## src/inc/led_cfg_map.vh

```
// Constants for the configuration word, serial commands and timing of the LED driver core.
// Overview of operation
// Detect command turns all outputs on briefly.
// Host waits two microseconds before reading errors.
// Read-error command shifts fault codes out serially.
// Fault code one only for on-but-open output.
// Bit 15 is even parity, reset zero.
// Host sets parity over other fifteen bits.
// Device sets parity bit when ones odd.
// Bit 14 tracks over-temperature, reset zero.
// Read configuration returns thermal flag.
// Bit 13 selects 16-bit or 12-bit counter.
// Mode 00: 64 passes plus 6-bit pass.
// Mode 01: 16 passes at quarter rate.
// Mode 10: 4 passes at sixteenth rate.
// Mode 11: one plain full-depth pass.
// Sync bit 0 defers load to cycle end.
// Sync bit 1 loads new data at once.
// Bits 9:2 decode band and 7-bit mantissa.
// Clock loss with bit 0 low blanks outputs.
// Reserved bit 1 ignored, reads zero.
`ifndef LED_CFG_MAP_VH
`define LED_CFG_MAP_VH

// ======================================================
// Configuration word layout and reset value.
`define CFG_RESET        16'h02AD
`define CFG_PARITY_BIT   15
`define CFG_THERMAL_BIT  14
`define CFG_DEPTH_BIT    13
`define CFG_MODE_HI      12
`define CFG_MODE_LO      11
`define CFG_SYNC_BIT     10
`define CFG_BAND_BIT     9
`define CFG_MANT_HI      8
`define CFG_MANT_LO      2
`define CFG_RSVD_BIT     1
`define CFG_TOUT_BIT     0

// ======================================================
// Command codes: shift clock rising edges counted while the strobe is high, halved.
`define CMD_DATA_LATCH   3'h0
`define CMD_GLOBAL_LATCH 3'h1
`define CMD_READ_CFG     3'h2
`define CMD_DETECT       3'h3
`define CMD_READ_ERR     3'h4
`define CMD_WRITE_CFG    3'h5

// ======================================================
// Counting modes.
`define MODE_64          2'h0
`define MODE_16          2'h1
`define MODE_4           2'h2
`define MODE_PLAIN       2'h3

// ======================================================
// Timing.
`define CLK_PERIOD_NS    5
`define DETECT_NS        2000
`define DETECT_CYC       ((`DETECT_NS + `CLK_PERIOD_NS - 1) / `CLK_PERIOD_NS)
`define TIMEOUT_MS       1000
`define TIMEOUT_CYC      (`TIMEOUT_MS * 1000000 / `CLK_PERIOD_NS)

`endif

```

## src/verilog/led_driver_core.v

```verilog
// LED driver core: serial command decoder, configuration word, fault detection and PWM outputs.
`timescale 1ns/1ps
`include "led_cfg_map.vh"

module led_driver_core #(
   parameter integer TIMEOUT_CYCLES = `TIMEOUT_CYC,
   parameter integer DETECT_CYCLES  = `DETECT_CYC
) (
   input  wire        CLK,
   input  wire        RESET_N,
   input  wire        SERIAL_IN,
   input  wire        SERIAL_SHIFT_CLOCK,
   input  wire        LATCH_STROBE,
   input  wire        GRAYSCALE_CLOCK,
   input  wire        OVER_TEMP,
   input  wire [15:0] LOAD_OK,
   output reg         SERIAL_OUT_PIN,
   output reg  [15:0] OUT_ON,
   output reg         HIGH_CURRENT_BAND,
   output reg  [6:0]  GAIN_MANTISSA
);

   // ======================================================
   // Pin synchronisers: two flops before any logic reads a pin.
   reg  [3:0]  pin_s1_r;
   reg  [3:0]  pin_s2_r;
   reg  [3:0]  pin_d_r;
   reg         temp_s1_r;
   reg         temp_s2_r;
   reg  [15:0] ok_s1_r;
   reg  [15:0] ok_s2_r;

   always @(posedge CLK or negedge RESET_N) begin
      if (!RESET_N) begin
         pin_s1_r  <= 4'h0;
         pin_s2_r  <= 4'h0;
         pin_d_r   <= 4'h0;
         temp_s1_r <= 1'b0;
         temp_s2_r <= 1'b0;
         ok_s1_r   <= 16'h0000;
         ok_s2_r   <= 16'h0000;
      end else begin
         pin_s1_r  <= {GRAYSCALE_CLOCK, LATCH_STROBE, SERIAL_SHIFT_CLOCK, SERIAL_IN};
         pin_s2_r  <= pin_s1_r;
         pin_d_r   <= pin_s2_r;
         temp_s1_r <= OVER_TEMP;
         temp_s2_r <= temp_s1_r;
         ok_s1_r   <= LOAD_OK;
         ok_s2_r   <= ok_s1_r;
      end
   end

   wire sdi_s     = pin_s2_r[0];
   wire shift_rise  = pin_s2_r[1] & ~pin_d_r[1];
   wire strobe_high = pin_s2_r[2];
   wire strobe_fall = ~pin_s2_r[2] & pin_d_r[2];
   wire gs_rise     = pin_s2_r[3] & ~pin_d_r[3];

   // ======================================================
   // Shift chain, command counter and configuration word.
   reg  [15:0] shift_r;
   reg  [3:0]  edge_cnt_r;
   reg  [15:0] cfg_r;
   reg  [15:0] err_r;
   reg  [15:0] pend_r [0:15];
   reg         pend_new_r;
   reg         detect_on_r;
   wire [2:0]  cmd = edge_cnt_r[3:1];
   integer     i;
   integer     k;
   wire        seq_end;
   wire        sync_now = cfg_r[`CFG_SYNC_BIT];
   wire        load_act = pend_new_r & (sync_now | seq_end);

   // Read-back image: live thermal flag, reserved bit as zero.
   wire [15:0] cfg_rd = {cfg_r[15], temp_s2_r, cfg_r[13:2], 1'b0, cfg_r[0]};

   // Shift on each shift clock rise except in a strobe fall cycle, count rises under the strobe, act on its fall.
   always @(posedge CLK or negedge RESET_N) begin
      if (!RESET_N) begin
         shift_r    <= 16'h0000;
         edge_cnt_r <= 4'h0;
         cfg_r      <= `CFG_RESET;
         pend_new_r <= 1'b0;
         for (i = 0; i < 16; i = i + 1) begin
            pend_r[i] <= 16'h0000;
         end
      end else begin
         if (load_act) begin
            pend_new_r <= 1'b0;
         end
         if (strobe_fall) begin
            edge_cnt_r <= 4'h0;
            case (cmd)
               `CMD_DATA_LATCH, `CMD_GLOBAL_LATCH: begin
                  for (i = 15; i > 0; i = i - 1) begin
                     pend_r[i] <= pend_r[i-1];
                  end
                  pend_r[0] <= shift_r;
                  if (cmd == `CMD_GLOBAL_LATCH) begin
                     pend_new_r <= 1'b1;
                  end
               end
               `CMD_READ_CFG: shift_r <= cfg_rd;
               `CMD_READ_ERR: shift_r <= err_r;
               `CMD_WRITE_CFG: begin
                  cfg_r                 <= {^shift_r, 1'b0, shift_r[13:2], 1'b0, shift_r[0]};
                  cfg_r[`CFG_PARITY_BIT] <= ^shift_r;
               end
               default: ;
            endcase
         end else if (shift_rise) begin
            shift_r <= {shift_r[14:0], sdi_s};
            if (strobe_high && edge_cnt_r != 4'hF) begin
               edge_cnt_r <= edge_cnt_r + 4'h1;
            end
         end
      end
   end

   // Serial output and gain outputs are registered copies.
   always @(posedge CLK or negedge RESET_N) begin
      if (!RESET_N) begin
         SERIAL_OUT_PIN    <= 1'b0;
         HIGH_CURRENT_BAND <= 1'b1;
         GAIN_MANTISSA     <= 7'h2B;
      end else begin
         SERIAL_OUT_PIN    <= shift_r[15];
         HIGH_CURRENT_BAND <= cfg_r[`CFG_BAND_BIT];
         GAIN_MANTISSA     <= cfg_r[`CFG_MANT_HI:`CFG_MANT_LO];
      end
   end

   // ======================================================
   // Open-circuit detection window and fault capture.
   reg  [31:0] det_cnt_r;

   always @(posedge CLK or negedge RESET_N) begin
      if (!RESET_N) begin
         det_cnt_r   <= 32'h00000000;
         detect_on_r <= 1'b0;
         err_r       <= 16'h0000;
      end else if (strobe_fall && cmd == `CMD_DETECT) begin
         detect_on_r <= 1'b1;
         det_cnt_r   <= 32'h00000000;
      end else if (detect_on_r) begin
         if (det_cnt_r >= DETECT_CYCLES - 1) begin
            detect_on_r <= 1'b0;
            err_r       <= OUT_ON & ~ok_s2_r;
         end else begin
            det_cnt_r <= det_cnt_r + 32'h00000001;
         end
      end
   end

   // ======================================================
   // Grayscale clock loss watch.
   reg  [31:0] idle_cnt_r;
   reg         timed_out_r;
   wire        tout_en = ~cfg_r[`CFG_TOUT_BIT];
   wire        restart = timed_out_r & gs_rise;

   always @(posedge CLK or negedge RESET_N) begin
      if (!RESET_N) begin
         idle_cnt_r  <= 32'h00000000;
         timed_out_r <= 1'b0;
      end else if (gs_rise) begin
         idle_cnt_r  <= 32'h00000000;
         timed_out_r <= 1'b0;
      end else if (idle_cnt_r >= TIMEOUT_CYCLES - 1) begin
         timed_out_r <= tout_en;
      end else begin
         idle_cnt_r <= idle_cnt_r + 32'h00000001;
      end
   end

   // ======================================================
   // Active pixel data and PWM compare.
   wire [15:0] seq_cnt;
   wire        seq_lsb;
   wire        depth12  = cfg_r[`CFG_DEPTH_BIT];
   wire [1:0]  mode     = cfg_r[`CFG_MODE_HI:`CFG_MODE_LO];
   reg  [15:0] act_r [0:15];

   pwm_sequencer u_seq (
      .clk         (CLK),
      .reset_n     (RESET_N),
      .restart     (restart),
      .tick        (gs_rise),
      .depth12     (depth12),
      .mode        (mode),
      .cnt_r       (seq_cnt),
      .lsb_pass_r  (seq_lsb),
      .cycle_end_r (seq_end)
   );

   // Decide one channel's drive from its value and the shared count.
   function pix_on;
      input [15:0] val;
      input [15:0] cnt;
      input        lsb;
      input [1:0]  md;
      input        d12;
      begin
         if (md == `MODE_PLAIN) begin
            pix_on = d12 ? (val[15:4] > cnt[11:0]) : (val > cnt);
         end else if (lsb) begin
            pix_on = d12 ? (val[9:4] > cnt[5:0]) : (val[5:0] > cnt[5:0]);
         end else begin
            pix_on = d12 ? (val[15:10] > cnt[5:0]) : (val[15:6] > cnt[9:0]);
         end
      end
   endfunction

   // Copy pending data into the active set, now or at cycle end.
   always @(posedge CLK or negedge RESET_N) begin
      if (!RESET_N) begin
         for (k = 0; k < 16; k = k + 1) begin
            act_r[k] <= 16'h0000;
         end
      end else if (load_act) begin
         for (k = 0; k < 16; k = k + 1) begin
            act_r[k] <= pend_r[k];
         end
      end
   end

   genvar g;
   generate
      for (g = 0; g < 16; g = g + 1) begin : g_ch
         // Drive each output: forced on in detection, off after clock loss.
         always @(posedge CLK or negedge RESET_N) begin
            if (!RESET_N) begin
               OUT_ON[g] <= 1'b0;
            end else if (detect_on_r) begin
               OUT_ON[g] <= 1'b1;
            end else if (timed_out_r) begin
               OUT_ON[g] <= 1'b0;
            end else begin
               OUT_ON[g] <= pix_on(act_r[g], seq_cnt, seq_lsb, mode, depth12);
            end
         end
      end
   endgenerate

endmodule // led_driver_core

```

## src/verilog/pwm_sequencer.v

```verilog
// Grayscale pass sequencer: produces the shared count that every channel compares against.
`timescale 1ns/1ps
`include "led_cfg_map.vh"

module pwm_sequencer (
   input  wire        clk,
   input  wire        reset_n,
   input  wire        restart,
   input  wire        tick,
   input  wire        depth12,
   input  wire [1:0]  mode,
   output reg  [15:0] cnt_r,
   output reg         lsb_pass_r,
   output reg         cycle_end_r
);

   reg  [3:0]  pre_r;
   reg  [5:0]  pass_r;
   reg  [3:0]  pre_lim;
   reg  [5:0]  pass_lim;
   reg  [15:0] msb_max;
   reg  [15:0] plain_max;

   // Pass limits, prescale and counter span per mode and depth.
   always @* begin
      pre_lim   = (mode == `MODE_16) ? 4'h3 : (mode == `MODE_4) ? 4'hF : 4'h0;
      pass_lim  = (mode == `MODE_16) ? 6'h0F : (mode == `MODE_4) ? 6'h03 : 6'h3F;
      msb_max   = depth12 ? 16'h003F : 16'h03FF;
      plain_max = depth12 ? 16'h0FFF : 16'hFFFF;
   end

   // Step the count on grayscale clock rises, prescaled in modes 01 and 10 outside the 6-bit pass, which ends a cycle; in mode 11 the plain count wrap does.
   always @(posedge clk or negedge reset_n) begin
      if (!reset_n) begin
         cnt_r       <= 16'h0000;
         pre_r       <= 4'h0;
         pass_r      <= 6'h00;
         lsb_pass_r  <= 1'b0;
         cycle_end_r <= 1'b0;
      end else if (restart) begin
         cnt_r       <= 16'h0000;
         pre_r       <= 4'h0;
         pass_r      <= 6'h00;
         lsb_pass_r  <= 1'b0;
         cycle_end_r <= 1'b0;
      end else begin
         cycle_end_r <= 1'b0;
         if (tick) begin
            if (mode == `MODE_PLAIN) begin
               lsb_pass_r <= 1'b0;
               if (cnt_r >= plain_max) begin
                  cnt_r       <= 16'h0000;
                  cycle_end_r <= 1'b1;
               end else begin
                  cnt_r <= cnt_r + 16'h0001;
               end
            end else if (lsb_pass_r) begin
               if (cnt_r >= 16'h003F) begin
                  cnt_r       <= 16'h0000;
                  lsb_pass_r  <= 1'b0;
                  cycle_end_r <= 1'b1;
               end else begin
                  cnt_r <= cnt_r + 16'h0001;
               end
            end else if (pre_r < pre_lim) begin
               pre_r <= pre_r + 4'h1;
            end else begin
               pre_r <= 4'h0;
               if (cnt_r >= msb_max) begin
                  cnt_r <= 16'h0000;
                  if (pass_r >= pass_lim) begin
                     pass_r     <= 6'h00;
                     lsb_pass_r <= 1'b1;
                  end else begin
                     pass_r <= pass_r + 6'h01;
                  end
               end else begin
                  cnt_r <= cnt_r + 16'h0001;
               end
            end
         end
      end
   end

endmodule // pwm_sequencer
```

## config.mk

```make
export PLATFORM = sky130hd
export DESIGN_NAME = led_driver_core
export DESIGN_NICKNAME = d
export VERILOG_FILES = /design/src/verilog/led_driver_core.v /design/src/verilog/pwm_sequencer.v
export VERILOG_INCLUDE_DIRS = /design/src /design/src/inc
export SDC_FILE = /design/constraint.sdc
export NUM_CORES = 2
export LEC_CHECK = 0
export ABC_AREA = 0
export BUFFER_PORTS_ARGS = -buffer_cell sky130_fd_sc_hd__buf_2
export CELL_PAD_IN_SITES_DETAIL_PLACEMENT = 0
export CELL_PAD_IN_SITES_GLOBAL_PLACEMENT = 1
export CORE_MARGIN = 3
export CORE_UTILIZATION = 31
export DETAILED_ROUTE_END_ITERATION = 16
export PLACE_DENSITY = 0.53
export SLEW_MARGIN = 20
export SYNTH_ARGS = -nofsm -noshare
export SYNTH_HDL_FRONTEND = slang
export SYNTH_SLANG_ARGS = --single-unit
```

## constraint.sdc

```tcl
create_clock -name CLK -period 5.3 [get_ports CLK]
set_input_delay 0.53 -clock CLK [delete_from_list [all_inputs] [get_ports CLK]]
set_output_delay 0.53 -clock CLK [all_outputs]
set_load 0.01 [all_outputs]
```

==> flow_summary.yaml <==
clocking:
  clock_path_buffers: 3
  post-cts-setup-buffers: 0
  cts.clk_slew.worst_paths_ns: 0.07
  root_buffer: "sky130_fd_sc_hd__clkbuf_16"
  clock_sink_count: 727
  insertion_delay_ns: 0.71
  tritoncts: "done"
  max_h_tree_level: 3
  numCtsBuffers: 90
sta:
  final-setup-viol-count: 0
  slew-limit-headroom: 0.326
  timing.setup.tns_ns: 0
  maxSlewViolCount: 0
  rsz0062_at_grt: "no"
  fmaxAchievable_mhz: 291
  final_hold_viol_count: 0
  layout_worst_path_cycle_share: 0.648
  measured_slew_at_the_worst_slew_check_pin_ns: 1.01
  skew_ns: 0.0370
  period_minus_ws_final_ns: 3.44
die:
  initial_core_util: 0.313
  floorplan.die.width_um: 385
  die_area_um2: 148000
  die-height_um: 385
  io_pins: 48
  fp.coreArea_um2: 142000
  placement_rows: 138
pwr:
  share_seq_of_total_power: 0.376
  total_internal_power_w: 0.0115
  p_comb_frac: 0.222
  worst_ir_drop_vdd_mv: 0.277
  switching_share: 0.316
  clock_power_share: 0.402
  static-leakage-power_nw: 25.3
  net-switching-power_w: 0.00534
  power_per_cell_area_nw_per_um2: 332
setup_path:
  critPathArrivalTime_ns: 4.02
  number_of_buffers_and_inverters_on_the_critical_path: 2
  worstPathCellList: "clkinv_2, buf_4, ha_1, a21oi_1, o221ai_1, a21o_1, a221oi_1, o221ai_1, a311o_1"
  worst_path_dominant_cell_family: "compound AO/OA/AOI/OAI gates"
  r2r_end: "OUT_ON[5]"
  critPathSlowestCell: "sky130_fd_sc_hd__clkinv_2"
  worstPathRequired_ns: 5.88
  worst-setup-path-type: "flip-flop to flip-flop"
  critical_path.startpoint_type: "flip-flop"
  critical_path_peak_fanout: 24
  worst_reg2reg_path_startpoint: "u_seq.cnt_r[4]"
  reg2reg_depth: 9
  endpoint_kind: "flip-flop"
  max_stage_delay_ns: 0.69
  critical-path-top-cell-by-count: "sky130_fd_sc_hd__o221ai_1"
  r2r_slack_ns: 1.86
drt:
  drt_iter0_markers: 1876
  detail_route.drc_violations: 0
  route.detailed.vias_per_inst: 5.26
  drt_pre_antenna_iters: 5
  ant_nets: 0
  wirelength_um: 139000
  wire_per_inst_um: 23.0
  detailroute.via_count: 31800
min_path:
  hold-path-cell-count: 0
  min_delay_worst_endpoint: "ok_s2_r[3]"
  timing.hold.worst.start: "ok_s1_r[3]"
  worst_hold_path_type: "flip-flop to flip-flop"
final_layout:
  layout-area-overhead-vs-synth_pct: 14.4
  postLayoutCellArea_um2: 50800
  n_antenna_cell: 0
  drive_above_1_share: 0.203
  layout.nets: 4834
grt:
  antenna_found_initial: 5
  gr-usage-all-layers: 0.188
  via_count_of_the_first_global_routing_pass: 31900
  wire_length_of_the_first_global_routing_pass_um: 211000
  grt_remaining_overflow: 0
  grt_start_max_net_pins: 135
yosys:
  synth_nets: 4710
  ys_warn_count: 0
  synth_cell_type_count: 77
  synth.cells.most_frequent: "726 x sky130_fd_sc_hd__ha_1, 716 x sky130_fd_sc_hd__dfrtp_1, 523 x sky130_fd_sc_hd__mux2_2"
  gate_count_of_the_mapped_netlist: 3961
  synth.top_cells.by_area: "sky130_fd_sc_hd__dfrtp_1 40%, sky130_fd_sc_hd__ha_1 20%, sky130_fd_sc_hd__mux2_2 13%"
  proportion_of_synthesized_flip_flops_having_asynchronous_set_or_reset: 1.00
  synth_edf_count: 0
  postSynthRegisterBits: 727
  synth.top_cell.area_share: 0.403
  yosysMostFrequentCell: "sky130_fd_sc_hd__ha_1"
  synth_area_leader_cell: "sky130_fd_sc_hd__dfrtp_1"
  postSynth.topFlopCell: "sky130_fd_sc_hd__dfrtp_1"
  post_synthesis_sequential_area_ratio: 0.410
  netlist_area_um2: 44400
  synth_area_per_cell_um2: 11.2
place:
  placement.cell_area_um2: 47400
  routability_congestion: 0.805
  dp.final_hpwl_um: 94600
  port_buffers: 47
run_status:
  status: "finished clean"
job:
  max-cap-violations: 0
==> power by group through the flow <==
stage | logic [W] | registers (W) | clock network, W
after floorplan | 0.00238 | 0.00620 | 0
after global placement | 0.00371 | 0.00647 | 0
after detailed placement | 0.00374 | 0.00646 | 0
after CTS | 0.00377 | 0.00637 | 0.00700
after global routing | 0.00420 | 0.00640 | 0.00720
final | 0.00374 | 0.00635 | 0.00678
==> cell type report <==
cell class,count,area (µm²)
clock inverter,46,654
sequential,727,18200
inverter,140,536
clock buffer,119,2590
timing repair buffer,132,1110
tap,1890,2360
fill,14100,91100
multi-input combinational,2994,25400
==> stage by stage <==
| step | total power [W] | utilization | hold WS, ns | std cells | setup slack, ns |
|---|---|---|---|---|---|
| 6_report | 0.0169 | 0.358 | 0.343 | 6048 | 1.86 |
| 5_1_grt | 0.0178 | 0.358 | 0.351 | 6048 | 1.64 |
| 4_1_cts | 0.0171 | 0.358 | 0.335 | 6048 | 1.88 |
| 3_5_place_dp | 0.0102 | 0.334 | 0.335 | 5861 | 1.89 |
| 3_3_place_gp | 0.0102 | 0.334 | 0.333 | 5861 | 1.89 |
| 2_1_floorplan | 0.00858 | - | 0.234 | 3961 | 1.82 |
==> cell usage in the layout, fill, tap and decap left out, types with 17 or more instances in the layout <==
master                            n
sky130_fd_sc_hd__ha_1           726
sky130_fd_sc_hd__dfrtp_1        714
sky130_fd_sc_hd__mux2_2         523
sky130_fd_sc_hd__a21oi_1        286
sky130_fd_sc_hd__nand2_1        215
sky130_fd_sc_hd__o21ai_0        153
sky130_fd_sc_hd__inv_1          126
sky130_fd_sc_hd__nand4_1        124
sky130_fd_sc_hd__nor2_1         115
sky130_fd_sc_hd__a21o_1          99
sky130_fd_sc_hd__clkbuf_16       93
sky130_fd_sc_hd__nand3_1         88
sky130_fd_sc_hd__nor2b_1         73
sky130_fd_sc_hd__buf_4           49
sky130_fd_sc_hd__a211oi_1        47
sky130_fd_sc_hd__buf_2           46
sky130_fd_sc_hd__nor3_1          45
sky130_fd_sc_hd__nand2b_1        39
sky130_fd_sc_hd__a31oi_1         39
sky130_fd_sc_hd__o211ai_1        38
sky130_fd_sc_hd__nor4_1          28
sky130_fd_sc_hd__and4_1          25
sky130_fd_sc_hd__dlygate4sd3_1   22
sky130_fd_sc_hd__o21a_1          20
sky130_fd_sc_hd__o41ai_1         20
sky130_fd_sc_hd__mux2i_1         19
sky130_fd_sc_hd__o31ai_1         18
sky130_fd_sc_hd__clkinv_2        17
sky130_fd_sc_hd__xor2_1          17
sky130_fd_sc_hd__clkbuf_8        17
==> cell families (layout without fill, tap and decap cells) <==
group / after synthesis / in the layout / synth area share
AO/OA/AOI/OAI: 871 / 871 / 0.126
XOR/XNOR: 33 / 33 / 0.00651
adder cells (fa/ha/maj): 726 / 726 / 0.204
buffers and inverters: 240 / 437 / 0.0207
flip-flops: 727 / 727 / 0.410
multiplexers: 542 / 542 / 0.137
AND/OR/NAND/NOR: 822 / 822 / 0.0959
==> timing repair <==
item / 4_1_cts / 5_1_grt
setup endpoints to repair: 0 / 0
hold endpoints to repair: 61 / 0
resized for setup: 0 / 0
hold buffers: 22 / 0
==> registers in the layout, indices dropped and copies added, names as in the netlist, 4 cells and up <==
name and flops:
act_r 256, pend_r 256, det_cnt_r 32, idle_cnt_r 32, OUT_ON 16, err_r 16, ok_s1_r 16, ok_s2_r 16
shift_r 16, u_seq.cnt_r 16, cfg_r 14, GAIN_MANTISSA 7, u_seq.pass_r 6, edge_cnt_r 4, pin_s1_r 4, pin_s2_r 4
u_seq.pre_r 4
==> layer usage <==
metal,GRT usage,routed length (µm),part of all wire
met1,0.272,69100,0.50
met2,0.300,62700,0.45
met3,0.0239,4680,0.034
met4,0.0403,2810,0.020
met5,0,0,0
==> worst max path at each step <==
stage	from	to	slack (ns)	depth (start not counted)
after CTS	u_seq.cnt_r[4]	OUT_ON[5]	1.88	9
after floorplan	u_seq.cnt_r[3]	OUT_ON[8]	1.82	8
final	u_seq.cnt_r[4]	OUT_ON[5]	1.86	9
after detailed placement	u_seq.cnt_r[4]	OUT_ON[5]	1.89	9
after global placement	cfg_r[13]	u_seq.cnt_r[0]	1.89	8
after global routing	cfg_r[13]	u_seq.cnt_r[3]	1.64	8
Note: power is estimated with default switching activity, not from simulation.
